`src/verilog/mbir_pkg.sv`:
```
package mbir_pkg;

   // ------------------------------------------------------------------
   // widths and sizes
   // ------------------------------------------------------------------
   localparam int unsigned ADDR_W      = 8;
   localparam int unsigned DATA_W      = 32;
   localparam int unsigned PAGE_REGS   = 8;
   localparam int unsigned NUM_QUEUES  = 9;
   localparam int unsigned FIFO_DEPTH  = 8;
   localparam int unsigned FIFO_CNT_W  = 4;

   // ------------------------------------------------------------------
   // host side register offsets (byte addresses)
   // ------------------------------------------------------------------
   localparam logic [7:0] HST_H2L_BASE   = 8'h00;
   localparam logic [7:0] HST_L2H_BASE   = 8'h20;
   localparam logic [7:0] HST_GIST_OFS   = 8'h40;
   localparam logic [7:0] HST_GLOBAL_IRQ_ACKNOWLEDGE_OFS  = 8'h44;
   localparam logic [7:0] HST_CONF_OFS   = 8'h48;
   localparam logic [7:0] HST_QMASK_OFS  = 8'h4C;
   localparam logic [7:0] HST_HPMASK_OFS = 8'h50;

   // ------------------------------------------------------------------
   // local side register offsets (byte addresses)
   // ------------------------------------------------------------------
   localparam logic [7:0] LOC_H2L_BASE   = 8'h00;
   localparam logic [7:0] LOC_L2H_BASE   = 8'h20;
   localparam logic [7:0] LOC_FIFO_OFS   = 8'h40;
   localparam logic [7:0] LOC_FSTAT_OFS  = 8'h44;

   // ------------------------------------------------------------------
   // config register fields and reset values
   // ------------------------------------------------------------------
   localparam int unsigned CONF_SYSQ_LSB    = 0;
   localparam int unsigned CONF_FIFO2PCI    = 3;
   localparam int unsigned CONF_BRIDGE      = 4;
   localparam int unsigned CONF_PORT_EN     = 5;
   localparam int unsigned CONF_SYS_EN      = 6;
   localparam logic [6:0]  CONF_RST         = 7'h00;
   localparam logic [8:0]  QMASK_RST        = 9'h000;
   localparam logic [7:0]  HPMASK_RST       = 8'h00;

   // ------------------------------------------------------------------
   // interrupt vector layout
   // ------------------------------------------------------------------
   localparam int unsigned VEC_VALID_BIT = 31;
   localparam int unsigned VEC_TYPE_LSB  = 29;
   localparam int unsigned VEC_STYPE_LSB = 27;
   localparam int unsigned VEC_QUEUE_LSB = 24;
   localparam int unsigned VEC_MB_BIT    = 20;
   localparam logic [1:0]  TYPE_CMD      = 2'h0;
   localparam logic [1:0]  TYPE_CHAN     = 2'h1;
   localparam logic [1:0]  TYPE_PORT     = 2'h2;
   localparam logic [1:0]  TYPE_SYS      = 2'h3;
   localparam logic [3:0]  HP_QUEUE      = 4'h7;
   localparam logic [3:0]  CMD_QUEUE     = 4'h8;
   localparam logic [1:0]  MB_STYPE      = 2'h0;

   // ------------------------------------------------------------------
   // carriers
   // ------------------------------------------------------------------
   typedef struct packed {
      logic [ADDR_W-1:0] addr;
      logic [DATA_W-1:0] wdata;
      logic              wr;
      logic              rd;
   } mbir_bus_t;

   typedef struct packed {
      logic [DATA_W-1:0] vector;
      logic [3:0]        queue;
   } mbir_qwr_t;

endpackage

```
`src/verilog/mbir_top.sv`:
```
`timescale 1ns/1ps
// How it works
// RULE1: two mailbox pages of eight registers
// RULE2: host writes page one, local writes two
// RULE3: word zero is status, seven data
// RULE4: only status writes ring the doorbell
// RULE5: host doorbell pushes fifo, local_irq_n when nonempty
// RULE6: local fifo read pops, local_irq_n drops empty
// RULE7: local doorbell queues system vector, inta asserts
// RULE8: host reads status, acks, reads vector
// RULE9: system vector carries written status copy
// RULE10: layer two vectors go to queues
// RULE11: fifo lines local_irq_n, optionally also inta
// RULE12: optional bridge of local irq to inta
// RULE13: port and system vectors masked after reset
// RULE14: source queue number steers the vector
// RULE15: channel vectors may go to queue seven
// RULE16: high priority mask bit per queue
// RULE17: queue write asserts inta
// RULE18: masked queue stores vector, no inta
// RULE19: device sets vector bit thirty one
// RULE20: mailbox registers hold until overwritten
module mbir_top (
   input  wire logic                        core_clk_i,
   input  wire logic                        sys_rst_i,
   input  wire logic                        ce_i,
   // host (pci) register port
   input  wire mbir_pkg::mbir_bus_t         hst_bus_i,
   output logic [mbir_pkg::DATA_W-1:0]      hst_rdata_o,
   // local processor register port
   input  wire mbir_pkg::mbir_bus_t         loc_bus_i,
   output logic [mbir_pkg::DATA_W-1:0]      loc_rdata_o,
   // layer two sources
   input  wire logic                        l2_valid_i,
   input  wire logic [mbir_pkg::DATA_W-1:0] l2_vector_i,
   input  wire logic [3:0]                  l2_queue_i,
   output logic                             l2_ready_o,
   // layer one sources into the local fifo
   input  wire logic                        l1_valid_i,
   input  wire logic [mbir_pkg::DATA_W-1:0] l1_vector_i,
   output logic                             l1_ready_o,
   // vector writes toward host memory queues
   output mbir_pkg::mbir_qwr_t              qwr_o,
   output logic                             qwr_valid_o,
   // interrupt pins
   input  wire logic                        ext_irq_n_i,
   output logic                             local_irq_n_o,
   output logic                             pci_inta_n_o
);

   // ------------------------------------------------------------------
   // declarations
   // ------------------------------------------------------------------
   logic [mbir_pkg::DATA_W-1:0]   h2l_r [mbir_pkg::PAGE_REGS];
   logic [mbir_pkg::DATA_W-1:0]   l2h_r [mbir_pkg::PAGE_REGS];
   logic [6:0]                    conf_r;
   logic [8:0]                    qmask_r;
   logic [7:0]                    hpmask_r;
   logic [8:0]                    gist_r;
   logic [8:0]                    gist_nxt;
   logic                          fifo_ovf_r;
   logic [2:0]                    ext_sync_r;
   logic                          ext_irq_r;
   logic [mbir_pkg::DATA_W-1:0]   hst_rdata_r;
   logic [mbir_pkg::DATA_W-1:0]   loc_rdata_r;
   mbir_pkg::mbir_qwr_t           qwr_r;
   logic                          qwr_valid_r;

   logic                          hst_page_hit;
   logic                          loc_page_hit;
   logic [2:0]                    hst_idx;
   logic [2:0]                    loc_idx;
   logic                          h2l_bell;
   logic                          l2h_bell;
   logic                          fifo_push;
   logic [mbir_pkg::DATA_W-1:0]   fifo_din;
   logic                          fifo_pop;
   logic [mbir_pkg::DATA_W-1:0]   fifo_head;
   logic                          fifo_empty;
   logic                          fifo_full;
   logic [mbir_pkg::FIFO_CNT_W-1:0] fifo_cnt;
   logic [1:0]                    l2_type;
   logic                          l2_allowed;
   logic                          l2_take;
   logic [3:0]                    l2_dest;
   logic [mbir_pkg::DATA_W-1:0]   sys_vec;
   logic                          q_wr;
   logic [3:0]                    q_num;
   logic [8:0]                    q_onehot;
   logic                          host_ack;

   // ------------------------------------------------------------------
   // address decode
   // ------------------------------------------------------------------
   // page hits use the upper address bits; word index picks the entry
   assign hst_page_hit = (hst_bus_i.addr[7:5] == mbir_pkg::HST_H2L_BASE[7:5]);
   assign loc_page_hit = (loc_bus_i.addr[7:5] == mbir_pkg::LOC_L2H_BASE[7:5]);
   assign hst_idx      = hst_bus_i.addr[4:2];
   assign loc_idx      = loc_bus_i.addr[4:2];

   // doorbell only on the status word, word zero of a page
   assign h2l_bell = hst_bus_i.wr & hst_page_hit & (hst_idx == 3'h0); // [RULE4]
   assign l2h_bell = loc_bus_i.wr & loc_page_hit & (loc_idx == 3'h0); // [RULE4]

   // ------------------------------------------------------------------
   // mailbox pages
   // ------------------------------------------------------------------
   // page one: only the host port writes it, local side reads it
   always_ff @(posedge core_clk_i or posedge sys_rst_i) begin
      if (sys_rst_i) begin
         for (int i = 0; i < mbir_pkg::PAGE_REGS; i++) begin
            h2l_r[i] <= '0; // [RULE1]
         end
      end else if (ce_i && hst_bus_i.wr && hst_page_hit) begin
         h2l_r[hst_idx] <= hst_bus_i.wdata; // [RULE2] [RULE3] [RULE20]
      end
   end

   // page two: only the local port writes it, host reads it
   always_ff @(posedge core_clk_i or posedge sys_rst_i) begin
      if (sys_rst_i) begin
         for (int i = 0; i < mbir_pkg::PAGE_REGS; i++) begin
            l2h_r[i] <= '0; // [RULE1]
         end
      end else if (ce_i && loc_bus_i.wr && loc_page_hit) begin
         l2h_r[loc_idx] <= loc_bus_i.wdata; // [RULE2] [RULE3] [RULE20]
      end
   end

   // ------------------------------------------------------------------
   // host configuration registers
   // ------------------------------------------------------------------
   // port/system enables reset low so no layer two port or system vector is queued after reset; mailbox system vectors are still queued
   always_ff @(posedge core_clk_i or posedge sys_rst_i) begin
      if (sys_rst_i) begin
         conf_r   <= mbir_pkg::CONF_RST; // [RULE13]
         qmask_r  <= mbir_pkg::QMASK_RST;
         hpmask_r <= mbir_pkg::HPMASK_RST;
      end else if (ce_i && hst_bus_i.wr) begin
         if (hst_bus_i.addr == mbir_pkg::HST_CONF_OFS) begin
            conf_r <= hst_bus_i.wdata[6:0];
         end
         if (hst_bus_i.addr == mbir_pkg::HST_QMASK_OFS) begin
            qmask_r <= hst_bus_i.wdata[8:0];
         end
         if (hst_bus_i.addr == mbir_pkg::HST_HPMASK_OFS) begin
            hpmask_r <= hst_bus_i.wdata[7:0];
         end
      end
   end

   // ------------------------------------------------------------------
   // external local interrupt pin synchroniser
   // ------------------------------------------------------------------
   // three stages; the filtered level moves only when stages 2 and 3 agree
   always_ff @(posedge core_clk_i or posedge sys_rst_i) begin
      if (sys_rst_i) begin
         ext_sync_r <= 3'h7;
         ext_irq_r  <= 1'b0;
      end else if (ce_i) begin
         ext_sync_r <= {ext_sync_r[1:0], ext_irq_n_i};
         if (ext_sync_r[1] == ext_sync_r[2]) begin
            ext_irq_r <= ~ext_sync_r[2];
         end
      end
   end

   // ------------------------------------------------------------------
   // internal interrupt fifo (mailbox and layer one)
   // ------------------------------------------------------------------
   // host doorbell has priority; layer one waits while a bell is pushed
   assign l1_ready_o = ~fifo_full & ~h2l_bell;
   assign fifo_push  = h2l_bell | (l1_valid_i & l1_ready_o); // [RULE5]
   assign fifo_din   = h2l_bell
                     ? {1'b1, mbir_pkg::TYPE_SYS, mbir_pkg::MB_STYPE,
                        6'h00, 1'b1, 4'h0, hst_bus_i.wdata[15:0]}
                     : l1_vector_i;
   // a local read of the fifo word removes the head entry
   assign fifo_pop   = loc_bus_i.rd
                     & (loc_bus_i.addr == mbir_pkg::LOC_FIFO_OFS); // [RULE6]

   mbir_irq_fifo u_fifo (
      .core_clk_i  (core_clk_i),
      .sys_rst_i   (sys_rst_i),
      .ce_i        (ce_i),
      .push_i      (fifo_push),
      .push_data_i (fifo_din),
      .pop_i       (fifo_pop),
      .head_o      (fifo_head),
      .empty_o     (fifo_empty),
      .full_o      (fifo_full),
      .count_o     (fifo_cnt)
   );

   // sticky flag: a doorbell found the fifo full and was lost
   always_ff @(posedge core_clk_i or posedge sys_rst_i) begin
      if (sys_rst_i) begin
         fifo_ovf_r <= 1'b0;
      end else if (ce_i) begin
         if (h2l_bell && fifo_full) begin
            fifo_ovf_r <= 1'b1;
         end else if (loc_bus_i.wr
                      && loc_bus_i.addr == mbir_pkg::LOC_FSTAT_OFS) begin
            fifo_ovf_r <= 1'b0;
         end
      end
   end

   // ------------------------------------------------------------------
   // layer two vector routing
   // ------------------------------------------------------------------
   assign l2_type = l2_vector_i[mbir_pkg::VEC_TYPE_LSB +: 2];

   // port and system sources stay gated until software enables them
   always_comb begin
      unique case (l2_type)
         mbir_pkg::TYPE_PORT: l2_allowed = conf_r[mbir_pkg::CONF_PORT_EN];
         mbir_pkg::TYPE_SYS:  l2_allowed = conf_r[mbir_pkg::CONF_SYS_EN];
         default:             l2_allowed = 1'b1;
      endcase
   end

   // mailbox doorbell owns the queue writer in its cycle
   assign l2_ready_o = ~l2h_bell;
   assign l2_take    = l2_valid_i & l2_ready_o & l2_allowed; // [RULE13]

   // destination: source's choice, command queue, or high priority
   always_comb begin
      l2_dest = l2_queue_i; // [RULE14]
      if (l2_type == mbir_pkg::TYPE_CMD) begin
         l2_dest = mbir_pkg::CMD_QUEUE;
      end else if (l2_type == mbir_pkg::TYPE_CHAN && !l2_queue_i[3]
                   && hpmask_r[l2_queue_i[2:0]]) begin
         l2_dest = mbir_pkg::HP_QUEUE; // [RULE15] [RULE16]
      end
   end

   // mailbox system vector: queue field and a copy of the low 16 bits of the status word
   assign sys_vec = {1'b1, mbir_pkg::TYPE_SYS, mbir_pkg::MB_STYPE,
                     conf_r[mbir_pkg::CONF_SYSQ_LSB +: 3], 3'h0, 1'b1,
                     4'h0, loc_bus_i.wdata[15:0]}; // [RULE7] [RULE9]

   assign q_wr  = l2h_bell | l2_take; // [RULE10]
   assign q_num = l2h_bell
                ? {1'b0, conf_r[mbir_pkg::CONF_SYSQ_LSB +: 3]} // [RULE7]
                : l2_dest;

   // registered queue write toward the host memory writer
   always_ff @(posedge core_clk_i or posedge sys_rst_i) begin
      if (sys_rst_i) begin
         qwr_r       <= '0;
         qwr_valid_r <= 1'b0;
      end else if (ce_i) begin
         qwr_valid_r <= q_wr;
         if (q_wr) begin
            qwr_r.queue  <= q_num;
            qwr_r.vector <= l2h_bell ? sys_vec : l2_vector_i;
            qwr_r.vector[mbir_pkg::VEC_VALID_BIT] <= 1'b1; // [RULE19]
         end
      end
   end

   // ------------------------------------------------------------------
   // global interrupt status and acknowledge
   // ------------------------------------------------------------------
   assign host_ack = hst_bus_i.wr
                   & (hst_bus_i.addr == mbir_pkg::HST_GLOBAL_IRQ_ACKNOWLEDGE_OFS); // [RULE8]

   // one flag per queue, set by the queue write, cleared by writing one
   for (genvar q = 0; q < mbir_pkg::NUM_QUEUES; q++) begin : g_qflag
      assign q_onehot[q] = q_wr & (q_num == 4'(q));
      // set wins over a clear in the same cycle
      assign gist_nxt[q] = q_onehot[q]
                         | (gist_r[q] & ~(host_ack & hst_bus_i.wdata[q]));
   end

   always_ff @(posedge core_clk_i or posedge sys_rst_i) begin
      if (sys_rst_i) begin
         gist_r <= '0;
      end else if (ce_i) begin
         gist_r <= gist_nxt; // [RULE17]
      end
   end

   // ------------------------------------------------------------------
   // interrupt pins
   // ------------------------------------------------------------------
   // local_irq_n follows fifo occupancy, or the synchronised external line
   always_ff @(posedge core_clk_i or posedge sys_rst_i) begin
      if (sys_rst_i) begin
         local_irq_n_o <= 1'b1;
      end else if (ce_i) begin
         local_irq_n_o <= fifo_empty & ~ext_irq_r; // [RULE5] [RULE6]
      end
   end

   // inta: unmasked queue flags, plus optional fifo and bridge paths
   always_ff @(posedge core_clk_i or posedge sys_rst_i) begin
      if (sys_rst_i) begin
         pci_inta_n_o <= 1'b1;
      end else if (ce_i) begin
         pci_inta_n_o <= ~(|(gist_r & ~qmask_r) // [RULE17] [RULE18]
                         | (conf_r[mbir_pkg::CONF_FIFO2PCI]
                            & ~fifo_empty) // [RULE11]
                         | (conf_r[mbir_pkg::CONF_BRIDGE]
                            & ext_irq_r)); // [RULE12]
      end
   end

   // ------------------------------------------------------------------
   // read data, one cycle after the strobe
   // ------------------------------------------------------------------
   // unmapped addresses read zero
   always_ff @(posedge core_clk_i or posedge sys_rst_i) begin
      if (sys_rst_i) begin
         hst_rdata_r <= '0;
      end else if (ce_i) begin
         hst_rdata_r <= '0;
         if (hst_bus_i.rd) begin
            if (hst_bus_i.addr[7:5] == mbir_pkg::HST_L2H_BASE[7:5]) begin
               hst_rdata_r <= l2h_r[hst_idx]; // [RULE2]
            end else if (hst_bus_i.addr == mbir_pkg::HST_GIST_OFS) begin
               hst_rdata_r <= {23'h0, gist_r}; // [RULE8]
            end else if (hst_bus_i.addr == mbir_pkg::HST_CONF_OFS) begin
               hst_rdata_r <= {25'h0, conf_r};
            end else if (hst_bus_i.addr == mbir_pkg::HST_QMASK_OFS) begin
               hst_rdata_r <= {23'h0, qmask_r};
            end else if (hst_bus_i.addr == mbir_pkg::HST_HPMASK_OFS) begin
               hst_rdata_r <= {24'h0, hpmask_r};
            end
         end
      end
   end

   always_ff @(posedge core_clk_i or posedge sys_rst_i) begin
      if (sys_rst_i) begin
         loc_rdata_r <= '0;
      end else if (ce_i) begin
         loc_rdata_r <= '0;
         if (loc_bus_i.rd) begin
            if (loc_bus_i.addr[7:5] == mbir_pkg::LOC_H2L_BASE[7:5]) begin
               loc_rdata_r <= h2l_r[loc_idx]; // [RULE2] [RULE20]
            end else if (loc_page_hit) begin
               loc_rdata_r <= l2h_r[loc_idx];
            end else if (fifo_pop) begin
               // empty fifo reads zero, bit 31 clear marks no vector
               loc_rdata_r <= fifo_empty ? '0 : fifo_head; // [RULE6]
            end else if (loc_bus_i.addr == mbir_pkg::LOC_FSTAT_OFS) begin
               loc_rdata_r <= {26'h0, fifo_ovf_r, ~fifo_empty, fifo_cnt};
            end
         end
      end
   end

   assign hst_rdata_o = hst_rdata_r;
   assign loc_rdata_o = loc_rdata_r;
   assign qwr_o       = qwr_r;
   assign qwr_valid_o = qwr_valid_r;

endmodule

```
`src/verilog/mbir_irq_fifo.sv`:
```
`timescale 1ns/1ps
module mbir_irq_fifo (
   input  wire logic                            core_clk_i,
   input  wire logic                            sys_rst_i,
   input  wire logic                            ce_i,
   input  wire logic                            push_i,
   input  wire logic [mbir_pkg::DATA_W-1:0]     push_data_i,
   input  wire logic                            pop_i,
   output logic      [mbir_pkg::DATA_W-1:0]     head_o,
   output logic                                 empty_o,
   output logic                                 full_o,
   output logic      [mbir_pkg::FIFO_CNT_W-1:0] count_o
);

   // ------------------------------------------------------------------
   // storage and pointers
   // ------------------------------------------------------------------
   logic [mbir_pkg::DATA_W-1:0]     mem_r [mbir_pkg::FIFO_DEPTH];
   logic [mbir_pkg::FIFO_CNT_W-2:0] wptr_r;
   logic [mbir_pkg::FIFO_CNT_W-2:0] rptr_r;
   logic [mbir_pkg::FIFO_CNT_W-1:0] cnt_r;
   logic                            do_push;
   logic                            do_pop;

   // push into a full fifo is dropped, caller must watch full_o
   assign do_push = push_i & ~full_o;
   assign do_pop  = pop_i & ~empty_o;
   assign empty_o = (cnt_r == '0);
   assign full_o  = (cnt_r == mbir_pkg::FIFO_CNT_W'(mbir_pkg::FIFO_DEPTH));
   assign count_o = cnt_r;
   assign head_o  = mem_r[rptr_r];

   // entry memory, no reset needed on data
   always_ff @(posedge core_clk_i) begin
      if (ce_i && do_push) begin
         mem_r[wptr_r] <= push_data_i;
      end
   end

   // pointers and occupancy
   always_ff @(posedge core_clk_i or posedge sys_rst_i) begin
      if (sys_rst_i) begin
         wptr_r <= '0;
         rptr_r <= '0;
         cnt_r  <= '0;
      end else if (ce_i) begin
         if (do_push) begin
            wptr_r <= wptr_r + 1'b1;
         end
         if (do_pop) begin
            rptr_r <= rptr_r + 1'b1;
         end
         if (do_push && !do_pop) begin
            cnt_r <= cnt_r + 1'b1;
         end else if (do_pop && !do_push) begin
            cnt_r <= cnt_r - 1'b1;
         end
      end
   end

endmodule

```
`config.mk`:
```
export PLATFORM = sky130hd
export DESIGN_NAME = mbir_top
export DESIGN_NICKNAME = d
export VERILOG_FILES = /design/src/verilog/mbir_pkg.sv /design/src/verilog/mbir_top.sv /design/src/verilog/mbir_irq_fifo.sv
export SDC_FILE = /design/constraint.sdc
export NUM_CORES = 2
export LEC_CHECK = 0
export BUFFER_PORTS_ARGS = -buffer_cell sky130_fd_sc_hd__buf_4
export CAP_MARGIN = 30
export CELL_PAD_IN_SITES_DETAIL_PLACEMENT = 0
export CELL_PAD_IN_SITES_GLOBAL_PLACEMENT = 1
export CORE_MARGIN = 2
export CORE_UTILIZATION = 55
export CTS_CLUSTER_DIAMETER = 60
export DETAILED_ROUTE_END_ITERATION = 6
export PLACE_DENSITY = 0.9
export SYNTH_ARGS = -nofsm -noshare
export SYNTH_HDL_FRONTEND = slang
export SYNTH_SLANG_ARGS = --single-unit
```
`constraint.sdc`:
```
create_clock -name core_clk_i -period 50.6 [get_ports core_clk_i]
set_input_delay 2.53 -clock core_clk_i [delete_from_list [all_inputs] [get_ports core_clk_i]]
set_output_delay 2.53 -clock core_clk_i [all_outputs]
set_load 0.02 [all_outputs]
```
==> summary.txt <==
Run status
  • Outcome: finished with violations
  • Failing checks: design-rule violations

Timing
  • Setup_tns: 0 ns
  • Worst rel slew slack: 30.5%
  • Post-layout min period: 7.62 ns
  • Fin. max-slew vios: 0
  • Final WS setup: 42.98 ns
  • Final setup fails: 0
  • Fmax: 0.131 GHz
  • RSZ-0062 raised after global routing: no
  • Least-Margin Pin Slew: 1.03 ns
  • Fin crit share: 15.1%
  • Clock skew: 0.0234 ns
  • Hold Fails Final Rpt: 0

Power and ir drop
  • P_leak: 0.0211 uW
  • P_sw: 433 uW
  • Power consumption: 1760 uW
  • Seq pwr share: 49.1%
  • Sw frac: 24.6%
  • Clock network fraction of total power: 39.3%
  • P_int: 1320 uW
  • Cell Pwr Density: 36.7 nW/um^2
  • Comb power frac: 11.6%
  • VDD IR-drop max: 0.0265 mV

Floorplanning
  • I/O pin count: 263
  • Die Y: 279 um
  • # rows: 100
  • Initial core utilization: 55.8%
  • Chip width: 279 um
  • Die area: 77,900 um^2
  • Core Area: 74,700 um^2

Final layout
  • Area grow syn2layout: 14.9%
  • Ratio of cells with drive above 1 in the final layout: 47.5%
  • Fin area: 47,900 um^2
  • Final Core Density: 64.1%
  • Fin nets: 2,954
  • Filler cell count: 5,112

GRT
  • Vias in the first global route: 26,200
  • First-pass GRT wire length: 163 mm
  • Total GRT Usage: 27.9%
  • Largest net degree at the start of global routing: 146
  • Global route total overflow: 0
  • Initial antenna violation count: 3

Clock tree
  • CTS tree: done
  • Post-CTS Resized: 0
  • Post-CTS setup buffer count: 0
  • Worst-Skew Late Latency: 0.66 ns
  • Worst-case clock buffer depth: 3
  • Hold-fix buffers, CTS: 0
  • Clock sinks: 919
  • Root Driver: clkbuf_16
  • Clock-pin slew on the worst setup and hold paths: 0.06 ns
  • CTS buffer count: 93
  • # H-tree levels: 3

Synth
  • Number of distinct library cells after synthesis: 62
  • Number of flops mapped to enable cells by yosys: 256
  • Post-synthesis register bit count: 919
  • Share of the yosys chip area belonging to registers: 58.3%
  • Synth Instances: 2,561
  • YS warnings: 0
  • Syn Std Cell Area: 41,600 um^2
  • Syn_nets: 2,725
  • Post-synth ARST share: 72.1%
  • Syn avg cell area: 16.3 um^2
  • Top_reg_cell synth: dfrtp_1

Min path
  • Hold_sp: qwr_o[11]
  • Hold WC Path Type: reg -> reg

Setup path
  • Critical path origin: loc_bus_i[36]
  • Crit path kind: in -> out
  • Reg-to-Reg Start: u_fifo.count_o[1]
  • Max Fanout on Critical Path: 63
  • Startpoint types: input pin
  • Crit path DAT: 5.09 ns
  • CP Data Required Time: 48.07 ns
  • Crit. End Element: output pin

Drt
  • Routed WL: 108 mm
  • Vias: 25,000
  • Wire per inst: 28.2 um
  • Drt pass-1 iters: 7
  • Post-route DRC: 1
  • Vias per std cell: 6.54
  • Antenna-violating nets left: 0
  • DRT iter0 DRCs: 2,495

Placement
  • PortBufs: 261
  • Dpl ws: 43.02 ns
  • Gp weighted congestion: 0.841
  • Post-DP Area: 44,600 um^2
  • Hpwl dp: 67.9 mm

Job
  • Max-Cap Viols: 0
[cells in the final DEF, fill, tap and decap left out, types with 23 or more instances in the layout]
cell / count
dfrtp_1: 655
mux2_2: 605
buf_4: 310
mux4_2: 256
edfxtp_1: 256
nand2_1: 135
clkbuf_16: 95
mux2i_1: 85
o21ai_0: 57
a21oi_1: 56
a22o_1: 35
a221o_1: 26
o2bb2ai_1: 25
clkbuf_8: 23
[layout make-up]
class                      instances  area, um^2  area share (%)
clock inverter                    28         325           0.680
multi-input combinational       1440       16600            34.8
timing repair buffer             319        2560            5.35
antenna                            1        2.50         0.00523
inverter                          17        71.3           0.149
clock buffer                     139        2760            5.77
sequential                       919       24300            50.8
tap                              969        1210            2.53
[registers in the layout, indices dropped and copies added (netlist names), 3 cells and up]
name            count
h2l_r             256
l2h_r             256
u_fifo.mem_r      256
qwr_o              36
hst_rdata_o        32
loc_rdata_o        32
gist_r              9
qmask_r             9
hpmask_r            8
conf_r              7
u_fifo.count_o      4
ext_sync_r          3
u_fifo.rptr_r       3
u_fifo.wptr_r       3
[final timing paths]
| check | to | depth (start not counted) | slack, ns |
|---|---|---|---|
| worst max register to register | u_fifo.count_o[3] | 13 | 47.13 |
| worst max-delay path | l2_ready_o | 6 | 42.98 |
| worst min-delay path | qwr_o[11] | 2 | 0.48 |
| worst min register to register | qwr_o[11] | 2 | 0.48 |
| min in group asynchronous | l2h_r[240] | 2 | 1.87 |
| max in group asynchronous | h2l_r[16] | 7 | 45.63 |
[logic make-up (layout without fill, tap and decap cells)]
| family | Yosys count | count (layout) | synth area share, % |
|---|---|---|---|
| xor+xnor | 8 | 8 | 0.168 |
| simple gates | 232 | 232 | 2.71 |
| buf+inv | 202 | 503 | 1.97 |
| fa+ha+maj | 6 | 6 | 0.198 |
| flops | 919 | 919 | 58.3 |
| mux | 949 | 949 | 32.4 |
| other cells | 0 | 1 | 0 |
| compound gates | 245 | 245 | 4.20 |
[synth_stat cells, types with 7 or more instances]
library cell    n  share of area (%)
dfrtp_1       658                 40
mux2_2        605                 16
edfxtp_1      256                 18
mux4_2        256                 14
nand2_1       136                1.2
clkbuf_1       99               0.89
mux2i_1        85                2.0
o21ai_0        58               0.70
a21oi_1        56               0.67
buf_2          42               0.50
buf_1          41               0.37
a22o_1         35               0.74
a221o_1        26               0.62
o2bb2ai_1      25               0.53
nor2_1         21               0.19
and2_1         16               0.24
inv_1          16               0.14
nand3_1         9               0.11
a221oi_1        8               0.17
nand2b_1        8               0.12
a32o_1          7               0.17
nor3_1          7              0.084
[worst max-delay path, stage by stage]
cell and delay [ns]:
clkbuf_8 0.39, nor4b_1 1.01, and2_1 0.56, inv_1 0.08, buf_4 0.28, buf_4 0.22
[power groups by stage]
stage | clock network, uW | logic [uW] | registers (uW)
3_5_place_dp | 0 | 202 | 875
6_report | 691 | 203 | 862
2_1_floorplan | 0 | 125 | 871
4_1_cts | 701 | 203 | 862
3_3_place_gp | 0 | 193 | 867
5_1_grt | 730 | 218 | 868
[routing by layer]
layer	vias up	track usage (%)	part of all wire (%)
li1	10400	-	-
met1	13300	38.5	40
met2	1146	45.4	49
met3	216	5.32	8.1
met4	4	8.71	2.8
met5	-	0	0.030
[through the flow]
stage / hold WS [ns] / cells
6_report: 0.478 / 3832
5_1_grt: 0.507 / 3831
4_1_cts: 0.486 / 3826
3_5_place_dp: 0.472 / 3659
3_3_place_gp: 0.455 / 3656
2_1_floorplan: 0.434 / 2561
Power figures use the tool's default switching activity.
